--- src/crfg_pkg.sv ---
// Package of constants and carrier types for the receive FIFO release guard
package crfg_pkg;

   // ==========================================================
   // Register fields
   localparam logic [7:0] CRFG_COUNT_MASK     = 8'h03;
   localparam logic [1:0] CRFG_COUNT_CRITICAL = 2'h2;
   localparam logic [7:0] CRFG_RECEIVING_MASK = 8'h20;
   localparam logic [7:0] CRFG_RXPIN_MASK     = 8'h08;
   localparam int         CRFG_RECEIVING_BIT  = 5;
   localparam int         CRFG_RXPIN_BIT      = 3;
   localparam int         CRFG_RELEASE_BIT    = 5;
   localparam int         CRFG_FIFO_DEPTH     = 3;

   // ==========================================================
   // Timing
   localparam int CRFG_BIT_CYCLES      = 8;
   localparam int CRFG_ACK_GAP_CYCLES  = 52;
   localparam int CRFG_CRIT_BITS       = 6;
   localparam int CRFG_RECEIVING_CLEAR_BITS = 8;
   localparam int CRFG_MAX_RECESSIVE   = 5;
   localparam int CRFG_RECESSIVE_LIMIT = 8;
   localparam int CRFG_RELEASE_LIMIT   = 15;
   localparam int CRFG_CNT_W           = 8;

   // ==========================================================
   // Types
   typedef enum logic [2:0] {
      CRFG_IDLE    = 3'h0,
      CRFG_TEST    = 3'h1,
      CRFG_WAIT    = 3'h3,
      CRFG_RELEASE = 3'h2,
      CRFG_FAULT   = 3'h6
   } crfg_state_t;

   typedef struct packed {
      logic       store_req;
      logic [7:0] store_data;
   } crfg_rx_t;

   typedef struct packed {
      logic [1:0] pending_msg_count;
      logic       receiving_flag;
      logic       rx_sample;
      logic       fault;
   } crfg_status_t;

endpackage : crfg_pkg

--- src/crfg_mem.sv ---
// Small message store with registered read data
`timescale 1ns/10ps
module crfg_mem #(
   parameter int DEPTH = 3,
   parameter int WIDTH = 8
) (
   // Clock
   input  wire logic                     clk,
   // Write port
   input  wire logic                     wr_en,
   input  wire logic [$clog2(DEPTH)-1:0] wr_addr,
   input  wire logic [WIDTH-1:0]         wr_data,
   // Read port
   input  wire logic [$clog2(DEPTH)-1:0] rd_addr,
   output logic      [WIDTH-1:0]         rd_data
);
   logic [WIDTH-1:0] mem [DEPTH];

   always_ff @(posedge clk) begin
      if (wr_en) begin
         mem[wr_addr] <= wr_data;
      end
      rd_data <= mem[rd_addr];
   end
endmodule : crfg_mem

--- src/crfg_guard.sv ---
// Receive FIFO with release defect, frame tracker and release guard sequencer
//
// What this block does
// - Two pending, release meets store: read pointer stalls, count holds at two.
// - After fault, new messages overwrite newest entry; only reset recovers.
// - Receiving flag on status bit 5, zero when no frame receiving.
// - Critical store point lies six bits plus sample time after acknowledge.
// - Dominant sample during reception: release immediately, store is far off.
// - One bit is 8 cycles; 52 cycles before critical interval.
// - Receive pin never recessive over five bits within a frame.
// - Receiving flag clears eight bit times after acknowledge.
`timescale 1ns/10ps
module crfg_guard
   import crfg_pkg::*;
#(
   parameter int BIT_CYCLES = crfg_pkg::CRFG_BIT_CYCLES,
   parameter int DATA_W     = 8
) (
   // Clock and reset
   input  wire logic                   clk,
   input  wire logic                   rst,
   // Receive pin and frame events
   input  wire logic                   can_rx,
   input  wire logic                   frame_active,
   input  wire crfg_pkg::crfg_rx_t     rx_in,
   // Host release request
   input  wire logic                   release_req,
   input  wire logic                   alt_mode,
   output logic                        release_busy,
   output logic                        release_output_mailbox,
   // Output mailbox and status
   output logic        [DATA_W-1:0]    mailbox_data,
   output logic        [7:0]           rx_fifo_reg,
   output logic        [7:0]           master_status_reg,
   output logic        [7:0]           diagnostic_reg,
   output crfg_pkg::crfg_status_t      status
);
   import crfg_pkg::*;

   localparam int PTR_W = $clog2(CRFG_FIFO_DEPTH);
   localparam int LIMIT = CRFG_RECESSIVE_LIMIT * BIT_CYCLES;

   // ==========================================================
   // Pin synchroniser
   logic rx_meta, rx_sync, act_meta, act_sync;
   always_ff @(posedge clk) begin
      rx_meta  <= can_rx;
      rx_sync  <= rx_meta;
      act_meta <= frame_active;
      act_sync <= act_meta;
   end

   // ==========================================================
   // Receiving flag and tracker
   logic receiving_flag, next_receiving_flag;
   always_comb begin
      next_receiving_flag = act_sync;
   end
   always_ff @(posedge clk) begin
      if (rst) begin
         receiving_flag <= 1'b0;
      end else begin
         receiving_flag <= next_receiving_flag;
      end
   end

   // ==========================================================
   // FIFO with pointer defect
   logic [PTR_W-1:0] wr_ptr, rd_ptr, next_wr_ptr, next_rd_ptr;
   logic [1:0]       pending_msg_count, next_count;
   logic             fault, next_fault;
   logic             pop, push;

   function automatic logic [PTR_W-1:0] ptr_inc(input logic [PTR_W-1:0] p);
      ptr_inc = (p == PTR_W'(CRFG_FIFO_DEPTH - 1)) ? '0 : p + 1'b1;
   endfunction : ptr_inc

   always_comb begin
      pop         = release_output_mailbox && (pending_msg_count != 2'h0);
      push        = rx_in.store_req;
      next_wr_ptr = wr_ptr;
      next_rd_ptr = rd_ptr;
      next_count  = pending_msg_count;
      next_fault  = fault;
      if (pop && push && pending_msg_count == CRFG_COUNT_CRITICAL) begin
         next_fault = 1'b1;
      end
      if (pop && !(push && pending_msg_count == CRFG_COUNT_CRITICAL)) begin
         next_rd_ptr = ptr_inc(rd_ptr);
      end
      if (push && (pending_msg_count != 2'h3 || pop)) begin
         if (!fault) begin
            next_wr_ptr = ptr_inc(wr_ptr);
         end else begin
            next_wr_ptr = wr_ptr;
         end
      end
      if (push && !pop && pending_msg_count != 2'h3) begin
         next_count = pending_msg_count + 2'h1;
      end else if (pop && !push) begin
         next_count = pending_msg_count - 2'h1;
      end
   end

   always_ff @(posedge clk) begin
      if (rst) begin
         wr_ptr            <= '0;
         rd_ptr            <= '0;
         pending_msg_count <= 2'h0;
         fault             <= 1'b0;
      end else begin
         wr_ptr            <= next_wr_ptr;
         rd_ptr            <= next_rd_ptr;
         pending_msg_count <= next_count;
         fault             <= next_fault;
      end
   end

   // Store slot: in fault state the newest entry is overwritten
   logic [PTR_W-1:0] store_addr;
   always_comb begin
      store_addr = fault ? ((wr_ptr == '0) ? PTR_W'(CRFG_FIFO_DEPTH - 1) : wr_ptr - 1'b1)
                         : wr_ptr;
   end

   crfg_mem #(
      .DEPTH (CRFG_FIFO_DEPTH),
      .WIDTH (DATA_W)
   ) u_mem (
      .clk     (clk),
      .wr_en   (push && (pending_msg_count != 2'h3 || pop || fault)),
      .wr_addr (store_addr),
      .wr_data (rx_in.store_data),
      .rd_addr (next_rd_ptr),
      .rd_data (mailbox_data)
   );

   // ==========================================================
   // Guard sequencer
   crfg_state_t           state, next_state;
   logic [CRFG_CNT_W-1:0] wait_cnt, next_wait_cnt;

   always_comb begin
      next_state    = state;
      next_wait_cnt = wait_cnt;
      case (state)
         CRFG_IDLE: begin
            if (release_req) begin
               next_state = CRFG_TEST;
            end
         end
         CRFG_TEST: begin
            next_wait_cnt = '0;
            if ((rx_fifo_reg & CRFG_COUNT_MASK) != {6'h00, CRFG_COUNT_CRITICAL}) begin
               next_state = CRFG_RELEASE;
            end else if ((master_status_reg & CRFG_RECEIVING_MASK) == 8'h00) begin
               next_state = CRFG_RELEASE;
            end else begin
               next_state = CRFG_WAIT;
            end
         end
         CRFG_WAIT: begin
            // Poll every cycle so a single dominant bit is never missed
            if ((master_status_reg & CRFG_RECEIVING_MASK) == 8'h00 ||
                (diagnostic_reg & CRFG_RXPIN_MASK) == 8'h00) begin
               next_state = CRFG_RELEASE;
            end else if (alt_mode && wait_cnt >= CRFG_CNT_W'(LIMIT)) begin
               next_state = CRFG_RELEASE;
            end else if (wait_cnt != '1) begin
               next_wait_cnt = wait_cnt + 1'b1;
            end
         end
         CRFG_RELEASE: begin
            next_state = CRFG_IDLE;
         end
         default: begin
            next_state = CRFG_IDLE;
         end
      endcase
   end

   always_ff @(posedge clk) begin
      if (rst) begin
         state    <= CRFG_IDLE;
         wait_cnt <= '0;
      end else begin
         state    <= next_state;
         wait_cnt <= next_wait_cnt;
      end
   end

   // ==========================================================
   // Outputs
   always_comb begin
      release_output_mailbox = (state == CRFG_RELEASE);
      release_busy           = (state != CRFG_IDLE);
      rx_fifo_reg            = {6'h00, pending_msg_count};
      master_status_reg      = 8'h00;
      master_status_reg[CRFG_RECEIVING_BIT] = receiving_flag;
      diagnostic_reg         = 8'h00;
      diagnostic_reg[CRFG_RXPIN_BIT]  = rx_sync;
      status.pending_msg_count = pending_msg_count;
      status.receiving_flag    = receiving_flag;
      status.rx_sample         = rx_sync;
      status.fault             = fault;
   end
endmodule : crfg_guard

--- config.mk ---
export PLATFORM = sky130hd
export DESIGN_NAME = crfg_guard
export DESIGN_NICKNAME = d
export VERILOG_FILES = /design/src/crfg_pkg.sv /design/src/crfg_mem.sv /design/src/crfg_guard.sv
export SDC_FILE = /design/constraint.sdc
export NUM_CORES = 1
export LEC_CHECK = 0
export BUFFER_PORTS_ARGS = -buffer_cell sky130_fd_sc_hd__buf_4
export CELL_PAD_IN_SITES_DETAIL_PLACEMENT = 1
export CELL_PAD_IN_SITES_GLOBAL_PLACEMENT = 2
export CORE_MARGIN = 1
export CORE_UTILIZATION = 34
export DETAILED_ROUTE_END_ITERATION = 7
export HOLD_SLACK_MARGIN = 0.08
export PLACE_DENSITY = 0.79
export SYNTH_ARGS = -nofsm -noshare
export SYNTH_HDL_FRONTEND = slang
export SYNTH_HIERARCHICAL = 1
export SYNTH_SLANG_ARGS = --single-unit
export TNS_END_PERCENT = 5
--- constraint.sdc ---
create_clock -name clk -period 2.55 [get_ports clk]
set_input_delay 0.255 -clock clk [delete_from_list [all_inputs] [get_ports clk]]
set_output_delay 0.255 -clock clk [all_outputs]
set_load 0.005 [all_outputs]
# Yosys cells after proc, flatten, opt, wreduce, memory -nomap -nowiden
# Memories as Yosys holds them, arrays and structs flattened. A register that Yosys moved wholly into a read port is not among the register bits.
# Index checks and enable logic that the tools add are counted.
# totals
register_bits	23
ramBits	24
in_bits	15
output_inout_bits	39
wordCells	81
mem_count	1
# classes
n_addsub	6
order_cmp	1
eq_ne	14
n_mux	19
bitwise	1
n_reduce_logical	28
# memory_table
name	words	width	rd	rd_ports_with_merged_regs	wr	line	source
u_mem.mem	3	8	1	1	1	crfg_mem.sv:17	logic [WIDTH-1:0] mem [DEPTH];
# op_table
operator	n
$mux W8	3
$logic_not A8 Y1	2
$pmux W8 S2	1
$mux W2	7
$ne A2 B2 Y1 const B	6
$logic_and A1 B1 Y1	11
$mux W3	3
$pmux W3 S3	1
$add A8 B1 Y8 const B	1
$ge A8 B7 Y1 const B	1
$ne A8 B8 Y1 const B	1
$add A2 B1 Y2 const B	3
$eq A2 B2 Y1 const B	3
$eq A3 B2 Y1 const B	2
$reduce_bool A2 Y1	3
$mux W1	4
$reduce_and A2 Y1	2
$reduce_and A4 Y1	1
$sub A2 B1 Y2 const B	2
$eq A3 B1 Y1 const B	1
$logic_not A1 Y1	3
$logic_not A3 Y1	1
$logic_or A1 B1 Y1	3
$ne A3 B3 Y1 const B	1
3 further kinds	3

# Depth between registers and ports, before layout
# logic_depth
ltp_word	7
mapped_depth	8
depth_no_buf	6

# Cells and area by module
# Netlist, hierarchy kept.
# by_module_without_submodules
module	instances	cells_per_inst	area_each_um2	seq_area_each_um2
crfg_guard	1	153	1332.5	440.4
crfg_mem	1	61	1078.5	880.8

# Worst setup path before layout
# Ideal clock, no wire load.
# synth_timing
path_kind	reg2reg
from	register state[0]
to	memory u_mem.mem[0][0], enable pin
setup_ns	0.385
arrival_time_ns	1.489
required_time_ns	2.165
slack_ns	0.676
stages_incl_launch_ff	6
path_buffers	0
period_less_slack_ns	1.874
cell_sequence	dfxtp_1 > nand2b_2 > inv_2 > nor3_1 > nor2_1 > nor3b_1
# synth_between
elab_chain_cells	7
# synth_lines
item	line	source
from (decl)	crfg_guard.sv:140	crfg_state_t state, next_state;
from (signal assigned)	crfg_guard.sv:187	state <= next_state;
$eq A3 B2 Y1	crfg_guard.sv:195	release_output_mailbox = (state == CRFG_RELEASE);
via release_output_mailbox	crfg_guard.sv:30	output logic release_output_mailbox,
$logic_and A1 B1 Y1	crfg_guard.sv:79	pop = release_output_mailbox && (pending_msg_count != 2'h0);
$logic_or A1 B1 Y1 (2 in series)	crfg_guard.sv:131	.wr_en (push && (pending_msg_count != 2'h3 || pop || fault)),
$logic_and A1 B1 Y1	crfg_guard.sv:131	
$mux W1	crfg_mem.sv:20	if (wr_en) begin
$mux W1 (implied by the code)	crfg_mem.sv:21	mem[wr_addr] <= wr_data;
to (decl)	crfg_mem.sv:17	
# The timed path passes the listed nets, and every way through them passes these cells.

# Final worst setup path
# layout_timing
from	register state[0]
to	register u_mem.rd_data[2], read port of u_mem.mem
# layout_between
elab_chain_cells	4
# layout_lines
item	line	source
$eq A3 B2 Y1	crfg_guard.sv:195	
$logic_and A1 B1 Y1	crfg_guard.sv:79	
$logic_and A1 B1 Y1	crfg_guard.sv:88	if (pop && !(push && pending_msg_count == CRFG_COUNT_CRITICAL)) begin
$mux W2	crfg_guard.sv:88	
via next_rd_ptr[0]	crfg_guard.sv:69	logic [PTR_W-1:0] wr_ptr, rd_ptr, next_wr_ptr, next_rd_ptr;
to (decl)	crfg_mem.sv:15	output logic [WIDTH-1:0] rd_data
# The timed path passes the listed nets, and every way through them passes these cells.
# A chain may end at the register's enable or synchronous reset.

==> key figures <==
Finish
  – Fraction of layout cells with a size suffix above 1: 22.54%
  – Total Nets Final: around 260
  – Antenna Cells: 0
  – Final core utilization: 40.13%
  – Area growth from synthesis to final layout: 13.70%

Clock network
  – CTS Sinks: between 50 and 60
  – CTS H-tree depth: 2
  – Clock-pin slew of the registers on the worst-case setup and hold paths: around 100 ps
  – Clock tree buffer depth: 2
  – Root cell of the clock tree: clkbuf_8
  – Post-CTS setup-driven buffer insertion count: 0
  – Clock buffers created by TritonCTS: 5
  – Clk Latency, worst-skew pair: 290 ps
  – TritonCTS clock tree: built

Status
  – Outcome: finished clean

Worst setup path
  – Kind of launch point of the worst setup path: register
  – Required time worst endpoint: 2730 ps
  – Critical path arrival: 2120 ps
  – Worst Setup Path Type: register to register
  – Flop-to-flop setup slack: 610 ps
  – Worst setup EP type: register
  – Crit-path max FO: 14

Timing
  – Setup-violating endpoint count in the final report: 0
  – Worst-Margin Slew: 521.7 ps
  – Slew Viols, Final: 0
  – Setup clock skew after layout: 9.429 ps
  – Maximum frequency from static timing analysis: 0.5151 GHz
  – Worst setup slack after layout: 608.8 ps
  – Number of hold-slack violations in the final timing report: 0
  – Setup TNS: 0 ps
  – Final hold slack: 145.2 ps
  – Final critical path time including I/O delays and setup: 1941 ps
  – Worst slew slack as a fraction of its limit: 65.22%
  – Crit share post-route: 76.13%
  – Setup repair after global routing missed its margin: no

Flow run
  – MaxCap Viol Count: 0

Placed design
  – HPWL after DPL: 3.091 mm
  – Final Wtd Congestion: between 0.7 and 0.8
  – Post-placement worst setup slack: 650.9 ps
  – Count of input and output buffers: 33

Route
  – Via count: between 1500 and 2000
  – Final wirelength: between 4 and 5 mm
  – Mean routed wirelength per cell: 12.95 um
  – Number of detailed-route iterations in the first pass: 4
  – DR vias/cell: 4.621
  – Drt initial violations: 53
  – Number of nets with antenna violations after routing: 0
  – # DRC: 0

Global routing
  – GR Layer Usage met3: around 2.5%
  – Met2 demand-to-capacity share in global routing: 21.93%
  – Vias in the first global route: 1534
  – Leftover overflow at the end of global routing: 0
  – Total track usage: ~13%
  – Met1 capacity usage during global routing: ~15%
  – First-pass GRT wire length: 7.341 mm
  – Maximum number of pins on one net before global-route repair: 18
  – Busiest layer in global routing: met2
  – Antenna violations before repair: 0

Power
  – Max VDD drop: 0.0002789 V
  – Tot Pwr: 1.697 mW
  – Power Dens Cells: 618.9 nW/um^2
  – Static leakage power: 1.019 nW

Yosys
  – Most frequently used flop master after synthesis: dfxtp_1
  – Post-synthesis average cell area: 11.27 um^2
  – Post-synthesis mux area share: 5.501%
  – Ys async rst share: 0%
  – Synth Instances: 214
  – Area fraction in compound gates after synthesis: 12.61%
  – Post-synthesis share of cell area spent on and, or, nand and nor gates: between 10% and 20%
  – Adder-cell area share of the yosys netlist: between 2 and 2.5%
  – Largest family of logic cells by synthesized area: simple AND/OR/NAND/NOR gates
  – Synth cell types: 45
  – Synthesized flop and latch total: 54
  – Number of flops mapped to enable cells by yosys: 24
  – XOR/XNOR Fraction of Synth Area: 0%
  – Portion of the post-synthesis area used by sequential elements: 54.80%
  – Post-synth design cell area: 2411 um^2
  – Synth warnings: 6

Floorplanning
  – Die span in y: ~86 um
  – Horizontal die dimension: around 86 um
  – Die ar.: 7432 um^2
  – Count of pins on the block boundary: 54
  – Initial core utilization: 35.29%
  – Floorplan Core Area: approximately 7000 um^2
  – Number of cell rows: 30

Hold path
  – Class of the tightest hold or removal check: input port to register
cell usage in the layout, fill, tap and decap left out, types with 3 or more instances in the layout:
cell and instances:
buf_4 34, dfxtp_1 30, edfxtp_1 24, conb_1 20, nand2_1 14, a21oi_1 11
mux2i_1 11, o21ai_1 10, nor2_1 7, nor2b_1 7, inv_1 6, nand3_1 6
clkbuf_8 5, o21ai_0 4, or3_1 4, ha_1 4, nor3_1 3, nand4_1 3
nand2b_1 3
timing repair:
action | in CTS | in global routing
hold buffers | 2 | 0
resized for setup | 0 | 0
endpoints found under the hold margin | 2 | 0
cell usage after synthesis (all sizes together), types with 4 or more instances:
library cell  instances  area share (%)
edfxtp               24              30
a21oi                11             2.3
buf                  30             9.8
inv                   8             1.2
nor2                  7             1.1
or3                   4             1.0
ha                    4             2.1
nand2                14             2.2
nand2b                5             1.5
dfxtp                30              25
mux2i                11             4.6
o21ai                16             3.9
nand3                 6             1.2
nor2b                 7             1.8
power breakdown:
part	total [mW]	switching, mW	leakage (nW)	internal (mW)
logic	0.158	0.0794	0.494	0.0787
clock network	0.561	0.266	0.0554	0.295
registers	0.977	0.0278	0.470	0.949
total	1.70	0.373	1.02	1.32
layer usage:
layer	part of all wire [%]	vias to the layer above
li1	-	776
met1	45	771
met2	51	22
met3	2.8	2
met4	0.95	0
met5	0	-
flip-flops by register name, summed over array words and instances (netlist names):
signal / count
receiving_flag: 1
rd_ptr: 2
u_mem/mem: 24
fault: 1
u_mem/rd_data: 8
rx_meta: 1
pending_msg_count: 2
wr_ptr: 2
act_sync: 1
act_meta: 1
state: 2
rx_sync: 1
wait_cnt: 8
final timing paths:
| path | startpoint | end | cells after the start |
|---|---|---|---|
| worst min-delay path | rx_in[3] | u_mem/mem[2][3]$_DFFE_PP_ | 1 |
| worst max-delay path | state[0]$_SDFFE_PP0P_ | u_mem/rd_data[2]$_DFF_P_ | 6 |
| worst max register to register | state[0]$_SDFFE_PP0P_ | u_mem/rd_data[2]$_DFF_P_ | 6 |
| worst min register to register | act_meta$_DFF_P_ | act_sync$_DFF_P_ | 0 |
cell type report:
type                       instances  area (um^2)
clock inverter                     2        38.79
sequential                        54         1321
tap                               96        120.1
fill                             772         4090
timing repair buffer              36        275.3
clock buffer                       6        72.57
inverter                           8        30.03
multi-input combinational        138        883.3
logic make-up (layout without fill, tap and decap cells):
logic type	after synthesis	count (layout)
buf+inv	41	52
mux	13	13
simple gates	59	59
compound gates	42	42
fa+ha+maj	4	4
flops	54	54
other cells	1	20
per-stage QoR:
stage	area, um^2	instances
after floorplan	2482	233
after global placement	2610	330
after detailed placement	2610	330
after CTS	2741	340
after global routing	2741	340
final	2741	340
worst max-delay path: stages, from the launching register on:
cell and delay, ps:
dfxtp_1 600, nand2b_2 250, inv_2 80, o21ai_1 120, mux2_2 490, mux2i_1 200
o21ai_1 80
No activity file was read; power rests on OpenSTA's default activity.
